--- config.mk ---
export PLATFORM = sky130hd
export DESIGN_NAME = escape_link_ctrl
export DESIGN_NICKNAME = d
export VERILOG_FILES = /design/src/include/esc_link_pkg.sv /design/src/design/escape_link_ctrl.sv
export SDC_FILE = /design/constraint.sdc
export NUM_CORES = 1
export LEC_CHECK = 0
export BUFFER_PORTS_ARGS = -buffer_cell sky130_fd_sc_hd__buf_2
export CORE_UTILIZATION = 45
export CTS_CLUSTER_SIZE = 12
export DETAILED_ROUTE_END_ITERATION = 10
export PLACE_DENSITY_LB_ADDON = 0.12
export SLEW_MARGIN = 20
export SYNTH_ARGS = -nofsm -noshare
export SYNTH_HDL_FRONTEND = slang
export SYNTH_SLANG_ARGS = --single-unit
--- constraint.sdc ---
create_clock -name clk_sys -period 4.4 [get_ports clk_sys]
set_input_delay 0.66 -clock clk_sys [delete_from_list [all_inputs] [get_ports clk_sys]]
set_output_delay 0.66 -clock clk_sys [all_outputs]
set_load 0.01 [all_outputs]
--- src/include/esc_link_pkg.sv ---
// shared constants and types for the escape-sequence link status controller
package esc_link_pkg;

  // operation status, one-hot
  typedef enum logic [2:0] {
    ST_STANDBY   = 3'b001,
    ST_PENDING   = 3'b010,
    ST_CONNECTED = 3'b100
  } op_status_t;

  // decoded host commands
  typedef enum logic [2:0] {
    CMD_NONE          = 3'h0,
    CMD_SET_ESC       = 3'h1,
    CMD_RESUME_ONLINE = 3'h2,
    CMD_CANCEL_TASK   = 3'h3,
    CMD_WAIT_DEFAULT  = 3'h4,
    CMD_WAIT_PARAM    = 3'h5
  } cmd_t;

  // responses to the host
  typedef enum logic [1:0] {
    RESP_OK      = 2'h0,
    RESP_CONNECT = 2'h1,
    RESP_ERROR   = 2'h2
  } resp_t;

  localparam logic [7:0]  ESC_CHAR_RESET     = 8'h2B;
  localparam logic [1:0]  ESC_RUN_LEN        = 2'h3;
  localparam logic [1:0]  SCAN_SEL_INQUIRY   = 2'h1;
  localparam logic [1:0]  SCAN_SEL_PAGE      = 2'h2;
  localparam logic [1:0]  SCAN_SEL_BOTH      = 2'h3;
  localparam logic [15:0] TIMEOUT_FOREVER    = 16'h0000;
  localparam logic [7:0]  PRINTABLE_LO       = 8'h20;
  localparam logic [7:0]  PRINTABLE_HI       = 8'h7E;
  localparam int          SCAN_SEL_BIT_INQ   = 0;
  localparam int          SCAN_SEL_BIT_PAGE  = 1;

  localparam int          CLK_HZ             = 20_000_000;
  localparam int          TIMEOUT_UNIT_S     = 1;
  localparam int          SECOND_CYCLES      = CLK_HZ * TIMEOUT_UNIT_S;
  localparam int          FIFO_DEPTH         = 8;
  localparam int          CHAR_WIDTH         = 8;

endpackage

--- src/design/escape_link_ctrl.sv ---
// escape-sequence link status controller with its forwarding fifo
//
// Summary of operation
// - connected: host characters go to the remote except a run of three escapes; commands refused except escape
// - escape characters are never echoed back to the host while connected
// - escape character pauses forwarding; up to two more characters are collected before deciding
// - mismatch resumes forwarding: held escapes first, then later characters, in order
// - three escapes in a row: connected to standby, nothing forwarded, even mid-data
// - forwarding held from an escape until the next non-escape host character; nothing sent early
// - escape character resets to plus; the set-escape command replaces it
// - resume-online moves standby to connected, no response text
// - cancel aborts scanning, enters standby, answers OK
// - wait-for-remote enables scanning and enters pending
// - a release after a waited connection returns to pending, which only cancel or a new connection then leaves
// - plain wait-for-remote equals scan selector three with no time limit
// - a remote connecting while waiting gives CONNECT with its address
// - operation status is exactly one of standby, pending, connected
// - selector three enables inquiry and page scan; timeout zero waits forever

module stream_fifo #(
  parameter int WIDTH = 8,
  parameter int DEPTH = 8
) (
  input  wire logic             clk_sys,
  input  wire logic             nrst,
  input  wire logic             in_valid,
  output logic                  in_ready,
  input  wire logic [WIDTH-1:0] in_data,
  output logic                  out_valid,
  input  wire logic             out_ready,
  output logic      [WIDTH-1:0] out_data
);
  localparam int AW = (DEPTH > 1) ? $clog2(DEPTH) : 1;

  logic [WIDTH-1:0] mem [DEPTH];
  logic [AW-1:0]    wr_ptr_reg;
  logic [AW-1:0]    rd_ptr_reg;
  logic [AW:0]      count_reg;
  logic             push;
  logic             pop;

  assign in_ready  = (count_reg != (AW+1)'(DEPTH));
  assign out_valid = (count_reg != '0);
  assign push      = in_valid && in_ready;
  assign pop       = out_valid && out_ready;
  assign out_data  = mem[rd_ptr_reg];

  function automatic logic [AW-1:0] ptr_inc(input logic [AW-1:0] p);
    ptr_inc = (p == AW'(DEPTH - 1)) ? '0 : p + 1'b1;
  endfunction

  always_ff @(posedge clk_sys) begin
    if (push) begin
      mem[wr_ptr_reg] <= in_data;
    end
  end

  always_ff @(posedge clk_sys or negedge nrst) begin
    if (!nrst) begin
      wr_ptr_reg <= '0;
      rd_ptr_reg <= '0;
      count_reg  <= '0;
    end else begin
      if (push) begin
        wr_ptr_reg <= ptr_inc(wr_ptr_reg);
      end
      if (pop) begin
        rd_ptr_reg <= ptr_inc(rd_ptr_reg);
      end
      case ({push, pop})
        2'b10:   count_reg <= count_reg + 1'b1;
        2'b01:   count_reg <= count_reg - 1'b1;
        default: count_reg <= count_reg;
      endcase
    end
  end
endmodule

module escape_link_ctrl #(
  parameter int SECOND_CYCLES = esc_link_pkg::SECOND_CYCLES,
  parameter int FIFO_DEPTH    = esc_link_pkg::FIFO_DEPTH
) (
  input  wire logic        clk_sys,
  input  wire logic        nrst,
  // host character stream
  input  wire logic        host_valid,
  output logic             host_ready,
  input  wire logic [7:0]  host_data,
  // decoded host commands
  input  wire logic        cmd_valid,
  input  wire logic [2:0]  cmd_code,
  input  wire logic [7:0]  cmd_arg,
  input  wire logic [15:0] cmd_timeout,
  // responses to host
  output logic             resp_valid,
  output logic [1:0]       resp_code,
  output logic [47:0]      resp_addr,
  // remote radio side
  output logic             rf_valid,
  input  wire logic        rf_ready,
  output logic [7:0]       rf_data,
  input  wire logic        remote_connect,
  input  wire logic [47:0] remote_addr,
  input  wire logic        remote_release,
  output logic             inquiry_scan_en,
  output logic             page_scan_en,
  output logic [2:0]       op_status
);
  localparam logic [1:0] ESC_LAST = esc_link_pkg::ESC_RUN_LEN - 2'h1;

  esc_link_pkg::op_status_t status_reg;
  logic [7:0]               esc_char_reg;
  logic [1:0]               esc_cnt_reg;
  logic [7:0]               hold_buf_reg [2];
  logic [1:0]               drain_idx_reg;
  logic [7:0]               tail_reg;
  logic                     draining_reg;
  logic                     waited_reg;
  logic                     inq_reg;
  logic                     page_reg;
  logic [15:0]              to_left_reg;
  logic                     to_armed_reg;
  logic [31:0]              sec_cnt_reg;
  logic                     resp_valid_reg;
  logic [1:0]               resp_code_reg;
  logic [47:0]              resp_addr_reg;

  logic                     fifo_in_valid;
  logic                     fifo_in_ready;
  logic [7:0]               fifo_in_data;
  logic                     connected;
  logic                     char_take;
  logic                     is_esc;
  logic                     cmd_take;
  logic                     drain_last;
  logic                     timed_out;
  logic                     sec_tick;

  assign connected  = (status_reg == esc_link_pkg::ST_CONNECTED);
  // characters stall while the fifo is full or a held run is being replayed
  assign host_ready = connected ? (fifo_in_ready && !draining_reg) : 1'b1;
  assign char_take  = connected && host_valid && host_ready;
  assign is_esc     = (host_data == esc_char_reg);
  // commands are ignored while connected; escape handling is in-band
  assign cmd_take   = cmd_valid && !connected;
  assign drain_last = (drain_idx_reg == esc_cnt_reg);
  assign sec_tick   = (sec_cnt_reg == 32'(SECOND_CYCLES - 1));
  assign timed_out  = to_armed_reg && sec_tick && (to_left_reg == 16'h0001);

  // fifo input: direct pass-through, or replay of held escapes then the breaking char
  always_comb begin
    fifo_in_valid = 1'b0;
    fifo_in_data  = host_data;
    if (draining_reg) begin
      fifo_in_valid = 1'b1;
      fifo_in_data  = drain_last ? tail_reg : hold_buf_reg[drain_idx_reg[0]];
    end else if (char_take && esc_cnt_reg == 2'h0 && !is_esc) begin
      fifo_in_valid = 1'b1;
    end
  end

  // escape detector: count, hold buffer and replay
  always_ff @(posedge clk_sys or negedge nrst) begin
    if (!nrst) begin
      esc_cnt_reg     <= 2'h0;
      hold_buf_reg[0] <= 8'h00;
      hold_buf_reg[1] <= 8'h00;
      drain_idx_reg   <= 2'h0;
      tail_reg        <= 8'h00;
      draining_reg    <= 1'b0;
    end else if (draining_reg) begin
      if (fifo_in_ready) begin
        if (drain_last) begin
          draining_reg  <= 1'b0;
          esc_cnt_reg   <= 2'h0;
          drain_idx_reg <= 2'h0;
        end else begin
          drain_idx_reg <= drain_idx_reg + 1'b1;
        end
      end
    end else if (!connected) begin
      esc_cnt_reg <= 2'h0;
    end else if (char_take && is_esc) begin
      if (esc_cnt_reg == ESC_LAST) begin
        esc_cnt_reg <= 2'h0;
      end else begin
        // held, never echoed nor forwarded until the run is decided
        hold_buf_reg[esc_cnt_reg[0]] <= host_data;
        esc_cnt_reg                  <= esc_cnt_reg + 1'b1;
      end
    end else if (char_take && esc_cnt_reg != 2'h0) begin
      tail_reg      <= host_data;
      draining_reg  <= 1'b1;
      drain_idx_reg <= 2'h0;
    end
  end

  // escape character
  always_ff @(posedge clk_sys or negedge nrst) begin
    if (!nrst) begin
      esc_char_reg <= esc_link_pkg::ESC_CHAR_RESET;
    end else if (cmd_take && cmd_code == esc_link_pkg::CMD_SET_ESC) begin
      esc_char_reg <= cmd_arg;
    end
  end

  // operation status
  always_ff @(posedge clk_sys or negedge nrst) begin
    if (!nrst) begin
      status_reg <= esc_link_pkg::ST_STANDBY;
      waited_reg <= 1'b0;
    end else begin
      unique case (status_reg)
        esc_link_pkg::ST_STANDBY: begin
          if (cmd_take && cmd_code == esc_link_pkg::CMD_RESUME_ONLINE) begin
            status_reg <= esc_link_pkg::ST_CONNECTED;
          end else if (cmd_take && (cmd_code == esc_link_pkg::CMD_WAIT_DEFAULT ||
                                    cmd_code == esc_link_pkg::CMD_WAIT_PARAM)) begin
            status_reg <= esc_link_pkg::ST_PENDING;
            waited_reg <= 1'b1;
          end
        end
        esc_link_pkg::ST_PENDING: begin
          if (cmd_take && cmd_code == esc_link_pkg::CMD_CANCEL_TASK) begin
            status_reg <= esc_link_pkg::ST_STANDBY;
            waited_reg <= 1'b0;
          end else if (timed_out) begin
            status_reg <= esc_link_pkg::ST_STANDBY;
            waited_reg <= 1'b0;
          end else if (remote_connect) begin
            status_reg <= esc_link_pkg::ST_CONNECTED;
          end
        end
        esc_link_pkg::ST_CONNECTED: begin
          if (remote_release) begin
            status_reg <= waited_reg ? esc_link_pkg::ST_PENDING : esc_link_pkg::ST_STANDBY;
          end else if (char_take && is_esc && esc_cnt_reg == ESC_LAST) begin
            status_reg <= esc_link_pkg::ST_STANDBY;
          end
        end
        default: begin
          status_reg <= esc_link_pkg::ST_STANDBY;
        end
      endcase
    end
  end

  // scan enables and wait timer
  always_ff @(posedge clk_sys or negedge nrst) begin
    if (!nrst) begin
      inq_reg      <= 1'b0;
      page_reg     <= 1'b0;
      to_left_reg  <= 16'h0000;
      to_armed_reg <= 1'b0;
      sec_cnt_reg  <= 32'h0000_0000;
    end else begin
      sec_cnt_reg <= sec_tick ? 32'h0000_0000 : sec_cnt_reg + 32'h0000_0001;
      if (cmd_take && status_reg == esc_link_pkg::ST_STANDBY &&
          cmd_code == esc_link_pkg::CMD_WAIT_DEFAULT) begin
        inq_reg      <= 1'b1;
        page_reg     <= 1'b1;
        to_armed_reg <= 1'b0;
        sec_cnt_reg  <= 32'h0000_0000;
      end else if (cmd_take && status_reg == esc_link_pkg::ST_STANDBY &&
                   cmd_code == esc_link_pkg::CMD_WAIT_PARAM) begin
        inq_reg      <= cmd_arg[esc_link_pkg::SCAN_SEL_BIT_INQ];
        page_reg     <= cmd_arg[esc_link_pkg::SCAN_SEL_BIT_PAGE];
        to_left_reg  <= cmd_timeout;
        to_armed_reg <= (cmd_timeout != esc_link_pkg::TIMEOUT_FOREVER);
        sec_cnt_reg  <= 32'h0000_0000;
      end else if (status_reg != esc_link_pkg::ST_PENDING ||
                   (cmd_take && cmd_code == esc_link_pkg::CMD_CANCEL_TASK)) begin
        // scanning only runs while pending; a connection also stops the time limit
        inq_reg      <= (status_reg == esc_link_pkg::ST_PENDING) ? 1'b0 : inq_reg && waited_reg;
        page_reg     <= (status_reg == esc_link_pkg::ST_PENDING) ? 1'b0 : page_reg && waited_reg;
        to_armed_reg <= 1'b0;
      end else if (remote_connect || timed_out) begin
        to_armed_reg <= 1'b0;
      end else if (to_armed_reg && sec_tick) begin
        to_left_reg <= to_left_reg - 16'h0001;
      end
    end
  end

  // responses: one-cycle pulse with registered code and address
  always_ff @(posedge clk_sys or negedge nrst) begin
    if (!nrst) begin
      resp_valid_reg <= 1'b0;
      resp_code_reg  <= esc_link_pkg::RESP_OK;
      resp_addr_reg  <= 48'h0000_0000_0000;
    end else begin
      resp_valid_reg <= 1'b0;
      if (cmd_take) begin
        unique case (cmd_code)
          esc_link_pkg::CMD_SET_ESC: begin
            resp_valid_reg <= 1'b1;
            resp_code_reg  <= esc_link_pkg::RESP_OK;
          end
          esc_link_pkg::CMD_RESUME_ONLINE: begin
            // silent on success; only a refused resume speaks
            resp_valid_reg <= (status_reg != esc_link_pkg::ST_STANDBY);
            resp_code_reg  <= esc_link_pkg::RESP_ERROR;
          end
          esc_link_pkg::CMD_CANCEL_TASK: begin
            resp_valid_reg <= 1'b1;
            resp_code_reg  <= esc_link_pkg::RESP_OK;
          end
          esc_link_pkg::CMD_WAIT_DEFAULT, esc_link_pkg::CMD_WAIT_PARAM: begin
            resp_valid_reg <= 1'b1;
            resp_code_reg  <= (status_reg == esc_link_pkg::ST_STANDBY) ? esc_link_pkg::RESP_OK
                                                                        : esc_link_pkg::RESP_ERROR;
          end
          default: begin
            resp_valid_reg <= 1'b0;
          end
        endcase
      end else if (status_reg == esc_link_pkg::ST_PENDING && timed_out) begin
        resp_valid_reg <= 1'b1;
        resp_code_reg  <= esc_link_pkg::RESP_ERROR;
      end else if (status_reg == esc_link_pkg::ST_PENDING && remote_connect) begin
        resp_valid_reg <= 1'b1;
        resp_code_reg  <= esc_link_pkg::RESP_CONNECT;
        resp_addr_reg  <= remote_addr;
      end
    end
  end

  stream_fifo #(
    .WIDTH (esc_link_pkg::CHAR_WIDTH),
    .DEPTH (FIFO_DEPTH)
  ) u_fifo (
    .clk_sys   (clk_sys),
    .nrst      (nrst),
    .in_valid  (fifo_in_valid),
    .in_ready  (fifo_in_ready),
    .in_data   (fifo_in_data),
    .out_valid (rf_valid),
    .out_ready (rf_ready),
    .out_data  (rf_data)
  );

  assign resp_valid      = resp_valid_reg;
  assign resp_code       = resp_code_reg;
  assign resp_addr       = resp_addr_reg;
  assign inquiry_scan_en = inq_reg && (status_reg == esc_link_pkg::ST_PENDING);
  assign page_scan_en    = page_reg && (status_reg == esc_link_pkg::ST_PENDING);
  assign op_status       = status_reg;
endmodule

==> Yosys cells after proc, flatten, opt, wreduce, memory -nomap -nowiden <==
Memories as Yosys holds them, arrays and structs flattened.
Cells that the tools add are included.
{ "word_totals": {"ff_bits": 153, "ramBits": 64, "input_bits": 90, "output_inout_bits": 66, "memories": 1} }
{ "classes": {"n_addsub": 8, "order_cmp": 3, "n_eq_ne": 33, "n_mux": 76, "bitwise": 8, "reduce_logical": 57} }
{ "mem_list": {"columns": ["memory", "words", "width", "rd", "rd_clocked_by_memory_dff", "wr", "line", "text"], "rows": [
  ["u_fifo.mem", 8, 8, 1, 0, 1, "escape_link_ctrl.sv:35", "logic [WIDTH-1:0] mem [DEPTH];"]
]} }
{ "op_table": {"columns": ["op", "n"], "rows": [
  ["2-to-1 mux 32 bit", 3],
  ["2-to-1 mux 16 bit", 4],
  ["2-to-1 mux 8 bit", 6],
  ["2-to-1 mux 2 bit", 17],
  ["adder 32 x 1 -> 32 bit (second input constant)", 1],
  ["equality test 32 x 25 -> 1 bit (second input constant)", 1],
  ["2-to-1 mux 1 bit", 30],
  ["logical AND 1 bit", 27],
  ["2-to-1 mux 3 bit", 9],
  ["AND reduction 4 bit", 5],
  ["bitwise mux 16 bit", 1],
  ["equality test 16 x 1 -> 1 bit (second input constant)", 1],
  ["nonzero test 16 bit", 1],
  ["subtractor 16 x 1 -> 16 bit (second input constant)", 1],
  ["equality test 3 bit (second input constant)", 5],
  ["nonzero test 2 bit", 6],
  ["inequality test 2 bit (second input constant)", 5],
  ["equality test 3 x 2 -> 1 bit (second input constant)", 3],
  ["inequality test 3 x 2 -> 1 bit (second input constant)", 3],
  ["one-hot mux 3 bit (3 select lines)", 1],
  ["AND reduction 3 bit", 3],
  ["demux 8 bit (select 1 bit)", 1],
  ["equality test 8 bit", 1],
  ["inequality test 4 bit (second input constant)", 2],
  ["other kinds (27)", 48]
]} }

==> Depth between registers and ports, before layout <==
{ "logic_depth": {"word_depth": 11, "depth_mapped": 13, "mapped_depth_nobuf": 11} }

==> Cells and area by module <==
A second synthesis with hierarchy kept.
{ "hier_totals": {"hier_cells": 780, "area_unflattened_um2": 10048.4} }
{ "modules_own_cells": {"columns": ["module", "instances", "cells_each", "area_each_um2", "seq_area_each_um2"], "rows": [
  ["escape_link_ctrl", 1, 626, 6930.4, 3584.7],
  ["stream_fifo", 1, 154, 3118.0, 2172.1]
]} }

==> Worst setup path after synthesis <==
No wires, ideal clock.
{ "synth_path": {"path_type": "input -> register", "from": "input host_data[1]", "to": "register u_fifo.count_reg[3]", "setup_ps": 125, "t_arrival_ps": 3105, "required_ps": 4275, "setup_slack_ps": 1169, "path_stages": 13, "n_path_buf": 2, "path_cell_list": "xor2_1 > nor4_1 > and2_1 > clkbuf_1 > a2bb2oi_1 > buf_2 > ha_1 > ha_1 > a21o_1 > a21oi_1 > xnor2_1 > nor2_1 > xor2_1"} }
{ "synth_between": {"elab_chain_len": 8, "elab_cells_between_ends": 10, "cone_classes": "eq/ne: 3; mux: 3; reduce/logical: 4"} }
{ "synth_lines": {"columns": ["element", "line", "text"], "rows": [
  ["start: declaration", "escape_link_ctrl.sv:88", "input wire logic [7:0] host_data,"],
  ["equality test 8 bit *", "escape_link_ctrl.sv:143", "assign is_esc = (host_data == esc_char_reg);"],
  ["logical NOT 1 bit *", "escape_link_ctrl.sv:157", "end else if (char_take && esc_cnt_reg == 2'h0 && !is_esc) begin"],
  ["logical AND 1 bit *", "escape_link_ctrl.sv:157", null],
  ["2-to-1 mux 1 bit *", "escape_link_ctrl.sv:157", null],
  ["2-to-1 mux 1 bit *", "escape_link_ctrl.sv:154", "if (draining_reg) begin"],
  ["logical AND 1 bit *", "escape_link_ctrl.sv:44", "assign push = in_valid && in_ready;"],
  ["equality test 2 x 1 -> 1 bit or equality test 2 bit (tied branches)", "escape_link_ctrl.sv:70", "case ({push, pop})"],
  ["one-hot mux 4 bit (2 select lines) or nonzero test 2 bit (tied branches)", null, null],
  ["end signal: assignment", "escape_link_ctrl.sv:71", "2'b10: count_reg <= count_reg + 1'b1;"],
  ["end signal: assignment", "escape_link_ctrl.sv:72", "2'b01: count_reg <= count_reg - 1'b1;"],
  ["end signal: assignment", "escape_link_ctrl.sv:73", "default: count_reg <= count_reg;"],
  ["end: declaration", "escape_link_ctrl.sv:38", "logic [AW:0] count_reg;"]
]} }
Every way passes the cells marked *; elsewhere a longest branch is shown, timed or not.
A chain may end at the register's enable or synchronous reset.

==> Final worst setup path <==
{ "layout_path": {"from": "register esc_char_reg[3]", "to": "register u_fifo.count_reg[3]"} }
{ "layout_between": {"elab_chain_len": 8, "elab_cells_between_ends": 10, "cone_classes": "eq/ne: 3; mux: 3; reduce/logical: 4"} }
{ "layout_lines": {"columns": ["element", "line", "text"], "rows": [
  ["start: declaration", "escape_link_ctrl.sv:112", "logic [7:0] esc_char_reg;"],
  ["start signal: assignment", "escape_link_ctrl.sv:201", "esc_char_reg <= esc_link_pkg::ESC_CHAR_RESET;"],
  ["start signal: assignment", "escape_link_ctrl.sv:203", "esc_char_reg <= cmd_arg;"],
  ["equality test 8 bit *", "escape_link_ctrl.sv:143", null],
  ["logical NOT 1 bit *", "escape_link_ctrl.sv:157", null],
  ["logical AND 1 bit *", "escape_link_ctrl.sv:157", null],
  ["2-to-1 mux 1 bit *", "escape_link_ctrl.sv:157", null],
  ["2-to-1 mux 1 bit *", "escape_link_ctrl.sv:154", null],
  ["logical AND 1 bit *", "escape_link_ctrl.sv:44", null],
  ["equality test 2 x 1 -> 1 bit or equality test 2 bit (tied branches)", "escape_link_ctrl.sv:70", null],
  ["one-hot mux 4 bit (2 select lines) or nonzero test 2 bit (tied branches)", null, null]
]} }
Marks and branches as above.

==> results.json <==
{
  "synth.mux.area_fraction_pct": 15.9,
  "cts_root_buf": "sky130_fd_sc_hd__clkbuf_16",
  "arrival_ns": 3.67,
  "cp_slowest_stage_delay_ns": 0.64,
  "gpl.final_weighted_congestion": 0.768,
  "cts_buffers": 24,
  "clock_tree_buffer_depth": 3,
  "die_w_um": 151,
  "avgRoutedWirePerCell_um": 17.6,
  "core-area_um2": 21900,
  "ctsHoldBuffers": 0,
  "regToRegSetupSlack_ns": 1.13,
  "route.vias.total": 6740,
  "synth.avg_cell_area_um2": 12.7,
  "initial_utilization_pct": 45.9,
  "grt_start_max_net_pins": 94,
  "synth_cell_type_count": 66,
  "worst_hold_path_type": "in -> async",
  "htree_num_levels": 1,
  "number_of_nets_in_the_finished_design": 1061,
  "pin_slew_with_the_least_headroom_to_its_limit_ns": 0.994,
  "syn-cell-area_um2": 10100,
  "yosysWarnings": 0,
  "p_leak_nw": 5.33,
  "clock-sinks": 217,
  "peakVddDrop_mv": 0.292,
  "switching_share_of_power_pct": 30.6,
  "maxSlewViolCount": 0,
  "global_route.usage.met2_pct": 31.2,
  "finalInstanceArea_um2": 12000,
  "initial_antenna_violation_count": 5,
  "power_density_nw_per_um2": 544,
  "final.setup.worst_slack_ns": 1.13,
  "rr_worst_depth": 12,
  "synth_flop_cell": "sky130_fd_sc_hd__dfrtp_1",
  "power_switching_w": 0.00200,
  "die-area_um2": 23000,
  "grt_usage_pct": 19.1,
  "yosysSeqAreaShare_pct": 57.2,
  "fp-row-count": 54,
  "synth_fp_nets": 896,
  "clkSlewWorstSetupHoldPaths_ns": 0.06,
  "seqPwrFrac_pct": 44.9,
  "globalRoute.busiestLayer": "met2",
  "largest_register_ffs": 64,
  "post_cts_resized": 0,
  "synth_xor_area_share_pct": 3.83,
  "final_skew_ns": 0.0130,
  "crit_end": "u_fifo.count_reg[3]",
  "synth_compound_gate_area_share_pct": 4.63,
  "preCtsSetupSlack_ns": 0.820,
  "timing.critical_path.cells": "xor2_1 -> nor4_1 -> and2_1 -> a2bb2oi_1 -> buf_4 -> ha_1 -> ha_1 -> a21o_1 -> a21oi_1 -> xnor2_1 -> nor2_1 -> xor2_1",
  "pwr-share-clk_pct": 29.9,
  "number_of_setup_buffers_added_after_cts": 0,
  "hpwl_mm": 15.1,
  "routed_wl_mm": 22.2,
  "post_synthesis_share_of_cell_area_spent_on_full_adders_half_adders_and_majority_gates_pct": 1.44,
  "crit_path_max_fanout": 12,
  "dpl_cell_area_um2": 11200,
  "netlist.area_leader.share_pct": 36.8,
  "synth_top_family_by_area": "multiplexers",
  "achievable-frequency_mhz": 305,
  "clock_insertion_delay_worst_skew_ns": 0.52,
  "cell_internal_pwr_w": 0.00452,
  "die_height_um": 151,
  "io_buffers": 155,
  "ys_ff_latch": 217,
  "yosysTopAreaCell": "sky130_fd_sc_hd__dfrtp_1",
  "synthesis.instances": 795,
  "cts_tree": "yes",
  "setup.worst_path.start": "esc_char_reg[3]",
  "global_route.usage.met3_pct": 3.89,
  "top_level_ports": 156,
  "grt_pass1_vias": 6502,
  "grt.overflow.total": 0,
  "post_layout_util_pct": 54.7,
  "final_antenna_violating_net_count": 0,
  "final-setup-viol-count": 0,
  "synth_area_leaders": "sky130_fd_sc_hd__dfrtp_1 (37%), sky130_fd_sc_hd__edfxtp_1 (19%), sky130_fd_sc_hd__mux2_2 (11%)",
  "rr_startpoint": "esc_char_reg[3]",
  "crit_path_top_delay_cell": "sky130_fd_sc_hd__nor4_1",
  "worst_slew_margin_rel_pct": 33.5,
  "number_of_enable_type_register_cells_in_the_synthesized_netlist": 64,
  "criticalPathCategory": "reg -> reg",
  "layout-area-overhead-vs-synth_pct": 19.0,
  "postSynth.asyncResetShare_pct": 70.5,
  "post_route_cells_drive_above_1_share_pct": 35.6,
  "timing.final.crit_period_ns": 3.27,
  "fraction_of_met1_tracks_used_by_global_routing_pct": 26.0,
  "synthSimpleGateAreaFrac_pct": 14.9,
  "setup-tns-final_ns": 0,
  "drt_first_iter_violations": 382,
  "via_per_inst": 5.35,
  "fin_crit_sh_pct": 74.4,
  "firstDrtPassIters": 4,
  "status": "finished clean",
  "sort_of_element_at_the_end_of_the_critical_path": "flip-flop",
  "timing.critical_path.from_type": "flip-flop",
  "detail_route.drc_violations": 0,
  "critPathRequiredTime_ns": 4.79,
  "crit-reg2reg-capture": "u_fifo.count_reg[3]",
  "hold_viol_final": 0,
  "combinational_group_share_of_total_power_pct": 25.2,
  "max_cap_viol": 0,
  "rsz0062_at_grt": "false",
  "grt_first_pass_wirelength_mm": 34.1
}
## placed cells by master, fill, tap and decap left out, drive strengths merged, types with 5 or more instances in the layout
cell and n:
a21o 5, a21oi 23, a31oi 5, and2 10, and3 9, and4 5, buf 171, clkbuf 40
dfrtp 148, dfstp 5, edfxtp 64, ha 10, inv 17, mux2 101, mux2i 10, mux4 16
nand2 41, nand3 22, nand4 16, nor2 76, nor2b 6, nor3 35, nor4 18, nor4b 7
o21a 5, o21ai 7, or2 7, xnor2 13, xor2 31
## kinds of logic after synthesis
logic type | Yosys count
buffers and inverters | 49
muxes | 127
adders and majority gates | 11
AOI/OAI and AO/OA | 70
and+or+nand+nor | 277
xor gates and xnor gates | 44
DFF | 217
## cell type report
cell class | instances | area, um2
antenna | 2 | 5.00
clock buffer | 40 | 711
clock inverter | 4 | 56.3
fill | 1898 | 9920
inverter | 17 | 63.8
multi-input combinational | 529 | 4120
sequential | 217 | 5760
tap | 280 | 350
timing repair buffer | 171 | 902
## power groups by stage
| stage | sequential, W | clock (W) | combinational (W) |
|---|---|---|---|
| floorplan | 0.00287 | 0 | 0.00113 |
| global placement | 0.00295 | 0 | 0.00164 |
| detailed placement | 0.00297 | 0 | 0.00166 |
| CTS | 0.00293 | 0.00200 | 0.00167 |
| global route | 0.00300 | 0.00207 | 0.00185 |
| finish | 0.00293 | 0.00195 | 0.00164 |
## how the worst min path moves through the flow
stage,end,cells past startpoint
after floorplan,drain_idx_reg[0],0
after global placement,sec_cnt_reg[0],1
after detailed placement,sec_cnt_reg[0],1
after CTS,hold_buf_reg[14],1
after global routing,hold_buf_reg[14],1
final,hold_buf_reg[14],1
## routing by layer
metal,wire length [um],vias to the layer above
met4,497,4
met3,963,39
li1,-,3259
met2,10800,130
met5,23,-
met1,9940,3308
## through the flow
stage	total power [W]	hold WS, ns	std cells
after CTS	0.00660	0.276	1258
final	0.00652	0.257	1260
after global routing	0.00692	0.321	1260
after global placement	0.00459	0.460	1214
after detailed placement	0.00463	0.466	1214
after floorplan	0.00400	0.364	795
## cells in the mapped netlist (3+ instances only)
master / n
sky130_fd_sc_hd__clkbuf_1: 18
sky130_fd_sc_hd__a21oi_1: 23
sky130_fd_sc_hd__a31oi_1: 5
sky130_fd_sc_hd__nor2b_1: 6
sky130_fd_sc_hd__edfxtp_1: 64
sky130_fd_sc_hd__nand4b_1: 3
sky130_fd_sc_hd__ha_1: 10
sky130_fd_sc_hd__mux4_2: 16
sky130_fd_sc_hd__a211oi_1: 3
sky130_fd_sc_hd__nand2_1: 41
sky130_fd_sc_hd__buf_1: 5
sky130_fd_sc_hd__nand2b_1: 3
sky130_fd_sc_hd__mux2_2: 97
sky130_fd_sc_hd__o21a_1: 5
sky130_fd_sc_hd__buf_2: 4
sky130_fd_sc_hd__buf_4: 5
sky130_fd_sc_hd__inv_1: 17
sky130_fd_sc_hd__or3b_2: 3
sky130_fd_sc_hd__and4_1: 5
sky130_fd_sc_hd__a21o_1: 5
sky130_fd_sc_hd__nand3_1: 22
sky130_fd_sc_hd__or2_2: 7
sky130_fd_sc_hd__o2bb2ai_1: 3
sky130_fd_sc_hd__o21ai_0: 7
sky130_fd_sc_hd__nor4_1: 16
sky130_fd_sc_hd__dfrtp_1: 148
sky130_fd_sc_hd__dfstp_2: 5
sky130_fd_sc_hd__nor2_1: 76
sky130_fd_sc_hd__xnor2_1: 13
sky130_fd_sc_hd__mux2i_1: 10
sky130_fd_sc_hd__mux2_1: 3
sky130_fd_sc_hd__xor2_1: 31
sky130_fd_sc_hd__nand4_1: 15
sky130_fd_sc_hd__and2_1: 10
sky130_fd_sc_hd__or3_1: 3
sky130_fd_sc_hd__and3_1: 9
sky130_fd_sc_hd__nor3_1: 35
sky130_fd_sc_hd__nor4b_1: 7
sky130_fd_sc_hd__o22ai_1: 4
## worst max-delay path, delay by kind of cell (launching register included)
family,cells,cell delay (ns)
AOI/OAI and AO/OA,3,0.51
and+or+nand+nor,3,1.05
DFF,1,0.53
buffers and inverters,1,0.24
xor gates and xnor gates,3,0.34
adders and majority gates,2,0.47
(Power assumes the default switching activity.)
